## src/hdl/sbg_consts.svh

```systemverilog
/*
 * Timing counts, field widths and reset values of the baudrate generator
 * and receive error detection. Assumes inclusion by bare name.
 */
`ifndef SBG_CONSTS_SVH
`define SBG_CONSTS_SVH

// ----------------------------------------------------------------
// Field widths
// ----------------------------------------------------------------
`define SBG_RELOAD_W 13
`define SBG_FRAC_W 9
`define SBG_DATA_BITS 8

// ----------------------------------------------------------------
// Prescaler and timer values
// ----------------------------------------------------------------
`define SBG_PRE_MAX_BRS0 2'h1
`define SBG_PRE_MAX_BRS1 2'h2
`define SBG_PRE_ZERO 2'h0
`define SBG_PRE_ONE 2'h1
`define SBG_FRAC_ZERO 9'h000
`define SBG_RELOAD_ZERO 13'h0000
`define SBG_RELOAD_ONE 13'h0001

// ----------------------------------------------------------------
// Oversampling positions (16x async, 4x sync)
// ----------------------------------------------------------------
`define SBG_CNT_ZERO 4'h0
`define SBG_CNT_ONE 4'h1
`define SBG_SMP_FIRST 4'h6
`define SBG_SMP_SECOND 4'h7
`define SBG_SMP_VOTE 4'h8
`define SBG_CNT_LAST 4'hF
`define SBG_Q_ZERO 2'h0
`define SBG_Q_ONE 2'h1
`define SBG_SYNC_SAMPLE 2'h1
`define SBG_SYNC_LAST 2'h3

// ----------------------------------------------------------------
// Reset values
// ----------------------------------------------------------------
`define SBG_FLAG_RESET 1'b0
`define SBG_LINE_IDLE 1'b1

`endif

```

## src/hdl/sbg_pkg.sv

```systemverilog
/*
 * Types shared by the baudrate generator and the receiver.
 * Assumes the constants header is on the include path.
 */
`include "sbg_consts.svh"

package sbg_pkg;
	typedef logic [`SBG_RELOAD_W-1:0] sbg_reload_t;
	typedef logic [`SBG_FRAC_W-1:0] sbg_frac_t;
	typedef enum logic [2:0] {
		SBG_IDLE = 3'h0,
		SBG_START = 3'h1,
		SBG_DATA = 3'h2,
		SBG_PARITY = 3'h3,
		SBG_STOP1 = 3'h4,
		SBG_STOP2 = 3'h5,
		SBG_SYNC = 3'h6
	} sbg_rx_state_t;
endpackage

```

## src/hdl/sbg_brg_if.sv

```systemverilog
/*
 * Carrier between the receiver top and the baudrate timer.
 * Assumes one clock domain shared by both ends.
 */
`timescale 1ns/10ps

interface sbg_brg_if;
	import sbg_pkg::*;
	logic async_mode;
	logic frac_div_enable;
	logic fixed_prescale_select;
	sbg_frac_t frac_div_value;
	sbg_reload_t baud_reload;
	logic baud_reload_write;
	logic baud_run_bit;
	logic brt_tick;
	sbg_reload_t timer_value;
	modport gen (
		input async_mode, frac_div_enable, fixed_prescale_select, frac_div_value,
		input baud_reload, baud_reload_write, baud_run_bit,
		output brt_tick, timer_value
	);
	modport user (
		output async_mode, frac_div_enable, fixed_prescale_select, frac_div_value,
		output baud_reload, baud_reload_write, baud_run_bit,
		input brt_tick, timer_value
	);
endinterface

```

## src/hdl/sbg_timer.sv

```systemverilog
/*
 * Prescaler (fixed /2, /3 or fractional n/512) and 13-bit reload
 * baudrate timer. Assumes configuration is stable while running.
 */
`timescale 1ns/10ps
`include "sbg_consts.svh"

module sbg_timer (
	// Clock and reset
	input wire logic clk,
	input wire logic reset,
	// Generator end of the carrier
	sbg_brg_if.gen brg
);
	import sbg_pkg::*;

	// ----------------------------------------------------------------
	// Prescaler
	// ----------------------------------------------------------------
	logic [1:0] pre_q;
	sbg_frac_t acc_q;
	sbg_reload_t cnt_q;
	logic pend_q;
	logic brt_q;
	logic frac_mode_w;
	logic frac_zero_w;
	logic fixed_hit_w;
	logic div_tick_w;
	logic load_w;
	logic underflow_w;
	logic [1:0] pre_max_w;
	logic [`SBG_FRAC_W:0] frac_sum_w;

	assign frac_mode_w = brg.frac_div_enable & brg.async_mode;
	assign pre_max_w = brg.fixed_prescale_select ? `SBG_PRE_MAX_BRS1 : `SBG_PRE_MAX_BRS0;
	assign fixed_hit_w = (pre_q == pre_max_w);
	assign frac_sum_w = {1'b0, acc_q} + {1'b0, brg.frac_div_value};
	assign frac_zero_w = (brg.frac_div_value == `SBG_FRAC_ZERO);
	// Carry of the n/512 accumulator; n of zero passes every clock
	assign div_tick_w = brg.baud_run_bit & (frac_mode_w ? (frac_zero_w | frac_sum_w[`SBG_FRAC_W]) : fixed_hit_w);

	// ----------------------------------------------------------------
	// Reload timer
	// ----------------------------------------------------------------
	// A reload written while halted waits for the run bit
	assign load_w = brg.baud_run_bit & (brg.baud_reload_write | pend_q);
	assign underflow_w = div_tick_w & ~load_w & (cnt_q == `SBG_RELOAD_ZERO);

	always_ff @(posedge clk) begin
		if (reset) begin
			pre_q <= `SBG_PRE_ZERO;
			acc_q <= `SBG_FRAC_ZERO;
		end else begin
			pre_q <= (!brg.baud_run_bit || fixed_hit_w || frac_mode_w) ? `SBG_PRE_ZERO : pre_q + `SBG_PRE_ONE;
			acc_q <= (brg.baud_run_bit && frac_mode_w) ? frac_sum_w[`SBG_FRAC_W-1:0] : `SBG_FRAC_ZERO;
		end
	end

	always_ff @(posedge clk) begin
		if (reset) begin
			cnt_q <= `SBG_RELOAD_ZERO;
			pend_q <= 1'b0;
			brt_q <= 1'b0;
		end else begin
			pend_q <= brg.baud_run_bit ? 1'b0 : (pend_q | brg.baud_reload_write);
			brt_q <= underflow_w;
			if (load_w || underflow_w) begin
				cnt_q <= brg.baud_reload;
			end else if (div_tick_w) begin
				cnt_q <= cnt_q - `SBG_RELOAD_ONE;
			end
		end
	end

	assign brg.brt_tick = brt_q;
	assign brg.timer_value = cnt_q;
endmodule

```

## src/hdl/sbg_top.sv

```systemverilog
/*
 * Baudrate generator and receiver with framing, parity and overrun
 * detection. Assumes config inputs come from logic on clk and only the
 * serial data pin is asynchronous.
 */
// Overview of operation
// - async timer runs at sixteen times bitrate
// - sample bits at seventh, eighth, ninth ticks
// - fixed async divisors thirty-two or forty-eight
// - reload is unsigned thirteen-bit value
// - fractional prescale n/512, zero means undivided
// - fractional mode ignores prescale select bit
// - timer output is async sample clock
// - synchronous clock four times, never fractional
// - synchronous divisors eight or twelve
// - error request alongside receive request
// - low stop bit sets framing flag
// - parity mismatch sets parity flag
// - unread character at frame end sets overrun
// - timer counts down, gated by run bit
// - underflow gives pulse and reloads timer
`timescale 1ns/10ps
`include "sbg_consts.svh"

module sbg_top #(
	parameter int DATA_BITS = `SBG_DATA_BITS
) (
	// Clock and reset
	input wire logic clk,
	input wire logic reset,
	// Baudrate configuration
	input wire logic async_mode,
	input wire logic frac_div_enable,
	input wire logic fixed_prescale_select,
	input wire sbg_pkg::sbg_frac_t frac_div_value,
	input wire sbg_pkg::sbg_reload_t baud_reload,
	input wire logic baud_reload_write,
	input wire logic baud_run_bit,
	// Frame format and receive enable
	input wire logic frame_has_parity,
	input wire logic parity_odd,
	input wire logic two_stop_bits,
	input wire logic rx_enable,
	// Error check enables
	input wire logic framing_check_enable,
	input wire logic parity_check_enable,
	input wire logic overrun_check_enable,
	// Software strobes
	input wire logic rx_buffer_read,
	input wire logic framing_error_clear,
	input wire logic parity_error_clear,
	input wire logic overrun_error_clear,
	// Serial pin
	input wire logic rxd_pin,
	// Clocks towards the channel
	output logic sample_tick,
	output logic bit_tick,
	output logic shift_clk,
	output sbg_pkg::sbg_reload_t timer_value,
	// Receive data and requests
	output logic [DATA_BITS-1:0] rx_data,
	output logic rx_buffer_full,
	output logic receive_irq_request,
	output logic error_irq_request,
	// Error status
	output logic framing_error_flag,
	output logic parity_error_flag,
	output logic overrun_error_flag
);
	import sbg_pkg::*;

	localparam int BW = (DATA_BITS > 1) ? $clog2(DATA_BITS) : 1;
	localparam logic [BW-1:0] LAST_BIT = BW'(DATA_BITS - 1);
	localparam logic [BW-1:0] BIT_ZERO = '0;
	localparam logic [BW-1:0] BIT_ONE = BW'(1);

	if (DATA_BITS < 2 || DATA_BITS > 16) begin : g_bad_width
		$error("DATA_BITS must lie in 2..16");
	end

	// ----------------------------------------------------------------
	// Baudrate timer
	// ----------------------------------------------------------------
	sbg_brg_if brg();

	assign brg.async_mode = async_mode;
	assign brg.frac_div_enable = frac_div_enable;
	assign brg.fixed_prescale_select = fixed_prescale_select;
	assign brg.frac_div_value = frac_div_value;
	assign brg.baud_reload = baud_reload;
	assign brg.baud_reload_write = baud_reload_write;
	assign brg.baud_run_bit = baud_run_bit;

	sbg_timer u_timer (
		.clk(clk),
		.reset(reset),
		.brg(brg)
	);

	// ----------------------------------------------------------------
	// Declarations
	// ----------------------------------------------------------------
	logic rx_meta_q;
	logic rx_sync_q;
	logic rx_prev_q;
	sbg_rx_state_t state_q;
	sbg_rx_state_t state_d;
	logic [3:0] cnt_q;
	logic [1:0] q_q;
	logic [1:0] smp_q;
	logic [BW-1:0] bits_q;
	logic [DATA_BITS-1:0] shift_q;
	logic par_q;
	logic par_bad_q;
	logic stop_bad_q;
	logic sample_tick_q;
	logic bit_tick_q;
	logic shift_clk_q;
	logic [DATA_BITS-1:0] rx_data_q;
	logic buf_full_q;
	logic rx_irq_q;
	logic err_irq_q;
	logic fe_q;
	logic pe_q;
	logic oe_q;

	logic brt_w;
	logic vote_w;
	logic maj_w;
	logic start_w;
	logic sync_start_w;
	logic sync_smp_w;
	logic last_bit_w;
	logic done_async_w;
	logic done_sync_w;
	logic done_w;
	logic fe_set_w;
	logic pe_set_w;
	logic oe_set_w;
	logic err_w;
	logic [DATA_BITS-1:0] sync_word_w;

	// ----------------------------------------------------------------
	// Pin synchroniser
	// ----------------------------------------------------------------
	always_ff @(posedge clk) begin
		if (reset) begin
			rx_meta_q <= `SBG_LINE_IDLE;
			rx_sync_q <= `SBG_LINE_IDLE;
			rx_prev_q <= `SBG_LINE_IDLE;
		end else begin
			rx_meta_q <= rxd_pin;
			rx_sync_q <= rx_meta_q;
			rx_prev_q <= rx_sync_q;
		end
	end

	// ----------------------------------------------------------------
	// Decode
	// ----------------------------------------------------------------
	assign brt_w = brg.brt_tick;
	// The timer output itself is the 16x sample clock
	assign vote_w = brt_w & async_mode & (cnt_q == `SBG_SMP_VOTE) & (state_q != SBG_IDLE);
	// Majority of the 7th, 8th and 9th samples rejects a single glitch
	assign maj_w = (smp_q[1] & smp_q[0]) | ((smp_q[1] | smp_q[0]) & rx_sync_q);
	assign start_w = (state_q == SBG_IDLE) & async_mode & rx_enable & baud_run_bit & rx_prev_q & ~rx_sync_q;
	assign sync_start_w = (state_q == SBG_IDLE) & ~async_mode & rx_enable & baud_run_bit;
	assign sync_smp_w = (state_q == SBG_SYNC) & brt_w & (q_q == `SBG_SYNC_SAMPLE);
	assign last_bit_w = (bits_q == LAST_BIT);
	assign done_async_w = vote_w & (((state_q == SBG_STOP1) & ~two_stop_bits) | (state_q == SBG_STOP2));
	assign done_sync_w = sync_smp_w & last_bit_w;
	assign done_w = done_async_w | done_sync_w;
	assign sync_word_w = {rx_sync_q, shift_q[DATA_BITS-1:1]};
	// Stop bits are only checked in asynchronous frames
	assign fe_set_w = done_async_w & framing_check_enable & (stop_bad_q | ~maj_w);
	assign pe_set_w = done_async_w & parity_check_enable & frame_has_parity & par_bad_q;
	assign oe_set_w = done_w & overrun_check_enable & buf_full_q;
	assign err_w = fe_set_w | pe_set_w | oe_set_w;

	// ----------------------------------------------------------------
	// Receive sequencer
	// ----------------------------------------------------------------
	always_comb begin
		state_d = state_q;
		case (state_q)
			SBG_IDLE: begin
				if (start_w) begin
					state_d = SBG_START;
				end else if (sync_start_w) begin
					state_d = SBG_SYNC;
				end
			end
			SBG_START: if (vote_w) state_d = maj_w ? SBG_IDLE : SBG_DATA;
			SBG_DATA: if (vote_w && last_bit_w) state_d = frame_has_parity ? SBG_PARITY : SBG_STOP1;
			SBG_PARITY: if (vote_w) state_d = SBG_STOP1;
			SBG_STOP1: if (vote_w) state_d = two_stop_bits ? SBG_STOP2 : SBG_IDLE;
			SBG_STOP2: if (vote_w) state_d = SBG_IDLE;
			SBG_SYNC: if (done_sync_w) state_d = SBG_IDLE;
			default: state_d = SBG_IDLE;
		endcase
	end

	always_ff @(posedge clk) begin
		if (reset) begin
			state_q <= SBG_IDLE;
			cnt_q <= `SBG_CNT_ZERO;
			q_q <= `SBG_Q_ZERO;
		end else begin
			state_q <= state_d;
			// Restart the 16x phase on the start edge
			if (start_w) begin
				cnt_q <= `SBG_CNT_ZERO;
			end else if (brt_w && async_mode) begin
				cnt_q <= cnt_q + `SBG_CNT_ONE;
			end
			if (sync_start_w) begin
				q_q <= `SBG_Q_ZERO;
			end else if (brt_w && !async_mode) begin
				q_q <= q_q + `SBG_Q_ONE;
			end
		end
	end

	always_ff @(posedge clk) begin
		if (reset) begin
			smp_q <= 2'h3;
		end else if (brt_w && cnt_q == `SBG_SMP_FIRST) begin
			smp_q[1] <= rx_sync_q;
		end else if (brt_w && cnt_q == `SBG_SMP_SECOND) begin
			smp_q[0] <= rx_sync_q;
		end
	end

	// ----------------------------------------------------------------
	// Data, parity and stop accumulation
	// ----------------------------------------------------------------
	always_ff @(posedge clk) begin
		if (reset) begin
			bits_q <= BIT_ZERO;
			shift_q <= '0;
			par_q <= 1'b0;
			par_bad_q <= 1'b0;
			stop_bad_q <= 1'b0;
		end else if (start_w || sync_start_w) begin
			bits_q <= BIT_ZERO;
			par_q <= 1'b0;
			par_bad_q <= 1'b0;
			stop_bad_q <= 1'b0;
		end else if (vote_w && state_q == SBG_DATA) begin
			bits_q <= bits_q + BIT_ONE;
			shift_q <= {maj_w, shift_q[DATA_BITS-1:1]};
			par_q <= par_q ^ maj_w;
		end else if (vote_w && state_q == SBG_PARITY) begin
			par_bad_q <= (par_q ^ maj_w) != parity_odd;
		end else if (vote_w && state_q == SBG_STOP1) begin
			stop_bad_q <= ~maj_w;
		end else if (sync_smp_w) begin
			bits_q <= bits_q + BIT_ONE;
			shift_q <= sync_word_w;
		end
	end

	// ----------------------------------------------------------------
	// Buffer, requests and sticky flags
	// ----------------------------------------------------------------
	always_ff @(posedge clk) begin
		if (reset) begin
			rx_data_q <= '0;
			buf_full_q <= `SBG_FLAG_RESET;
			rx_irq_q <= 1'b0;
			err_irq_q <= 1'b0;
		end else begin
			if (done_w) begin
				rx_data_q <= done_sync_w ? sync_word_w : shift_q;
			end
			// A new character wins over a read in the same cycle
			buf_full_q <= done_w | (buf_full_q & ~rx_buffer_read);
			rx_irq_q <= done_w;
			err_irq_q <= err_w;
		end
	end

	always_ff @(posedge clk) begin
		if (reset) begin
			fe_q <= `SBG_FLAG_RESET;
			pe_q <= `SBG_FLAG_RESET;
			oe_q <= `SBG_FLAG_RESET;
		end else begin
			fe_q <= fe_set_w | (fe_q & ~framing_error_clear);
			pe_q <= pe_set_w | (pe_q & ~parity_error_clear);
			oe_q <= oe_set_w | (oe_q & ~overrun_error_clear);
		end
	end

	// ----------------------------------------------------------------
	// Channel clocks
	// ----------------------------------------------------------------
	always_ff @(posedge clk) begin
		if (reset) begin
			sample_tick_q <= 1'b0;
			bit_tick_q <= 1'b0;
			shift_clk_q <= `SBG_LINE_IDLE;
		end else begin
			sample_tick_q <= brt_w & async_mode;
			bit_tick_q <= brt_w & (async_mode ? (cnt_q == `SBG_CNT_LAST) : (q_q == `SBG_SYNC_LAST));
			// Idle high; rises one clock after each synchronous bit is latched
			shift_clk_q <= (state_q != SBG_SYNC) | q_q[1];
		end
	end

	assign sample_tick = sample_tick_q;
	assign bit_tick = bit_tick_q;
	assign shift_clk = shift_clk_q;
	assign timer_value = brg.timer_value;
	assign rx_data = rx_data_q;
	assign rx_buffer_full = buf_full_q;
	assign receive_irq_request = rx_irq_q;
	assign error_irq_request = err_irq_q;
	assign framing_error_flag = fe_q;
	assign parity_error_flag = pe_q;
	assign overrun_error_flag = oe_q;
endmodule

```

## config.mk

```make
export PLATFORM = sky130hd
export DESIGN_NAME = sbg_top
export DESIGN_NICKNAME = d
export VERILOG_FILES = /design/src/hdl/sbg_pkg.sv /design/src/hdl/sbg_brg_if.sv /design/src/hdl/sbg_timer.sv /design/src/hdl/sbg_top.sv
export VERILOG_INCLUDE_DIRS = /design/src /design/src/hdl
export SDC_FILE = /design/constraint.sdc
export NUM_CORES = 1
export LEC_CHECK = 0
export BUFFER_PORTS_ARGS = -buffer_cell sky130_fd_sc_hd__buf_2
export CORE_ASPECT_RATIO = 2
export CORE_UTILIZATION = 50
export DETAILED_ROUTE_END_ITERATION = 8
export PLACE_DENSITY = 0.73
export SLEW_MARGIN = 10
export SYNTH_ARGS = -nofsm -noshare
export SYNTH_HDL_FRONTEND = slang
export SYNTH_SLANG_ARGS = --single-unit
```

## constraint.sdc

```tcl
create_clock -name clk -period 1.9 [get_ports clk]
set_input_delay 0.095 -clock clk [delete_from_list [all_inputs] [get_ports clk]]
set_output_delay 0.095 -clock clk [all_outputs]
set_load 0.02 [all_outputs]
```

==> metrics.md <==
| Metric | Value |
|---|---|
| DRT iter0 DRCs | `191` |
| WL final | `10300 um` |
| Vias | `3749` |
| Starting density of the core | `0.5245` |
| Ratio of cells with drive above 1 in the final layout | `0.4228` |
| DP Wirelength | `6850 um` |
| Max Cap Viol | `0` |
| Total Routing Usage GR | `0.2582` |
| Placed cell count | `647` |
| CP max stage cell | `or4_4` |
| RSZ-0062 raised after global routing | `yes` |
| # diodes | `0` |
| Outcome | `complete, but fails checks` |
| Ys flop type | `dfxtp_1` |
| Minimum clock period | `2.044 ns` |
| Register area | `1445 um2` |
| Final hold violations | `0` |
| RD Place Congestion | `0.9326` |
| Avg Inst Size Synth | `8.319 um2` |
| Non-filler cells, final | `679` |
| CP Launch Type | `flop` |
| Crit path max fanout | `11` |
| CTS tree | `done` |
| Vias per inst | `5.521` |
| Antenna Nets Post-Route | `0` |
| Initial antenna violation count | `0` |
| Global-route wire length before repair | `15600 um` |
| Leak | `2.349 nW` |
| Number of port buffers | `70` |
| Number of buffers created by CTS | `9` |
| Hold WC Path Type | `input pin to flop` |
| Area leader, netlist | `dfxtp_1` |
| Worst Skew | `0.005831 ns` |
| Clock transition at the registers of the reported paths | `0.06 ns` |
| Post-synth cell types | `58` |
| Clk sinks | `71` |
| Tcrit/Tclk final | `1.076` |
| Worst stage delay on the critical path | `0.54 ns` |
| Slew @ Worst Pin | `0.4427 ns` |
| H-tree levels | `3` |
| Multi-input logic area | `2407 um2` |
| Synth Register Bits | `71` |
| Die height | `123.1 um` |
| Die area | `7705 um2` |
| Yosys Warn Count | `0` |
| Largest net degree at the start of global routing | `33` |
| Pre-antenna DRT Iters | `4` |
| Synth top area share | `0.3874` |
| Slew Viols, Final | `0` |
| VDD IR max | `0.7376 mV` |
| Worst path required time | `2.11 ns` |
| Synth top cells by count | `71 x dfxtp_1, 60 x nor2_1, 59 x nand2_1` |
| Pwr Density | `942.9 nW/um2` |
| Final Power | `0.005023 W` |
| CTS Buffer Depth | `2` |
| Final worst slack | `-0.1437 ns` |
| FILL cells | `522` |
| Slew headroom | `0.7045` |
| Top-count cell post-synth | `dfxtp_1` |
| # DRC | `0` |
| Area delta synth->final | `45.23%` |
| Nets | `643` |
| Failing checks | `negative setup slack` |
| Ranking of synthesized cells by area | `dfxtp_1 39%, nor2_1 6.1%, nand2_1 6.0%` |
| EDFF count, synth | `0` |
| Post-Route Utilization | `0.7617` |
| DIE WIDTH | `62.57 um` |
| Ys async rst share | `0` |
| Worst hold slack | `0.001527 ns` |
| Setup TNS | `-1.057 ns` |
| Skew-Pair Late Insertion Delay | `0.34 ns` |
| Mapped cell area | `3669 um2` |
| Final setup viols | `16` |
| # rows | `43` |
| Worst setup EP type | `flop` |
| Critical Path, Cell by Cell | `or4_4, o41ai_4, buf_6, buf_4, o21ai_0, nand2_1, a21oi_1` |
| Net count after synthesis | `500` |
| Via count of the first global-routing pass | `3546` |
| Core area | `6994 um2` |
| Seq/Total Area, Yosys | `0.3874` |
| CP Class | `flop to flop` |
| Avg WL per Cell | `15.18 um` |
| Max frequency | `0.4893 GHz` |
| IO Pins | `71` |
| CTS Root Cell | `clkbuf_16` |
| Total gr overflow | `0` |
| Gate Count Post-Synth | `441` |
| Arrival @ worst endpoint | `2.25 ns` |
[per-stage QoR]
step	area, um2	worst slack [ns]
2_1_floorplan	3774	-0.01308
3_3_place_gp	4622	-0.1174
3_5_place_dp	4622	-0.1772
4_1_cts	5099	-0.09623
5_1_grt	5328	-0.2159
6_report	5328	-0.1437
[path summary, 6_finish.rpt]
kind	slack, ns	cells after the start	endpoint	start
max	-0.14	7	u_timer.brg.timer_value[3]	u_timer.brg.timer_value[9]
min reg2reg	0.42	1	rx_sync_q	rx_meta_q
max reg2reg	-0.14	7	u_timer.brg.timer_value[3]	u_timer.brg.timer_value[9]
min	0.002	3	u_timer.brg.timer_value[12]	baud_reload[12]
[cell type report]
type / count / share of cell area
Multi-Input combinational cell: 334 / 0.4519
Sequential cell: 71 / 0.2713
Timing Repair Buffer: 150 / 0.1869
Clock buffer: 10 / 0.04697
Tap cell: 90 / 0.02114
Inverter: 17 / 0.01245
Clock inverter: 6 / 0.007985
Timing Repair inverter: 1 / 0.001409
[power breakdown]
part           internal, W  switching, W  total (W)
Sequential         0.00158     0.0000791    0.00165
Combinational     0.000806      0.000919    0.00173
Clock             0.000965      0.000678    0.00164
Total              0.00335       0.00168    0.00502
[worst max-delay path: cells and delay by family (launching register included)]
kind                   cells  cell delay, ns
buffers and inverters      2            0.32
AND/OR/NAND/NOR            2            0.65
flip-flops                 1            0.34
AO/OA/AOI/OAI              3            0.60
[routing by layer]
metal,global-route usage,vias to the layer above,share of wire
met3,0.04889,33,0.033
met5,0,-,0
li1,-,1829,-
met4,0.1337,0,0.033
met2,0.5088,98,0.58
met1,0.2470,1789,0.36
[cell usage in the layout, fill, tap and decap left out, types with 5 or more instances in the layout]
cell type  count
a311oi_1       5
buf_6         10
o21ai_1        8
nand3_1       11
nor2b_1        6
nand2_1       55
dfxtp_2       10
a21oi_1       27
nor3_1         8
dfxtp_1       58
xnor2_1        8
o21ai_0        7
or2_2          5
mux2i_1       11
ha_1           7
nand2b_1       9
buf_2         71
clkbuf_16     10
inv_1         12
o21ai_2        9
ha_4          10
nor2_1        60
xor2_1         7
buf_4         67
[cell families (layout without fill, tap and decap cells)]
kind of cell / after synthesis / count (layout) / synth area share
buffers and inverters: 36 / 184 / 0.04536
flip-flops: 71 / 71 / 0.3874
AND/OR/NAND/NOR: 187 / 187 / 0.2408
multiplexers: 12 / 12 / 0.03274
adder cells (fa/ha/maj): 19 / 19 / 0.06617
AO/OA/AOI/OAI: 101 / 101 / 0.1917
XOR/XNOR: 15 / 15 / 0.03581
[state kept, by name, summed over array words and instances (netlist names), 2 cells and up]
name                     flops
smp_q                        2
u_timer.brg.timer_value     13
bits_q                       3
rx_data                      8
q_q                          2
u_timer.pre_q                2
cnt_q                        4
u_timer.acc_q                9
shift_q                      8
state_q                      3
[timing repair]
| action | in CTS | in global routing |
|---|---|---|
| gates resized for setup | 31 | 44 |
| gates cloned | 0 | 3 |
| hold buffers | 1 | 0 |
| setup endpoints to repair | 17 | 30 |
| buffers inserted | 7 | 6 |
| endpoints found under the hold margin | 1 | 0 |
| pin swaps | 21 | 25 |
(Power assumes the default switching activity.)
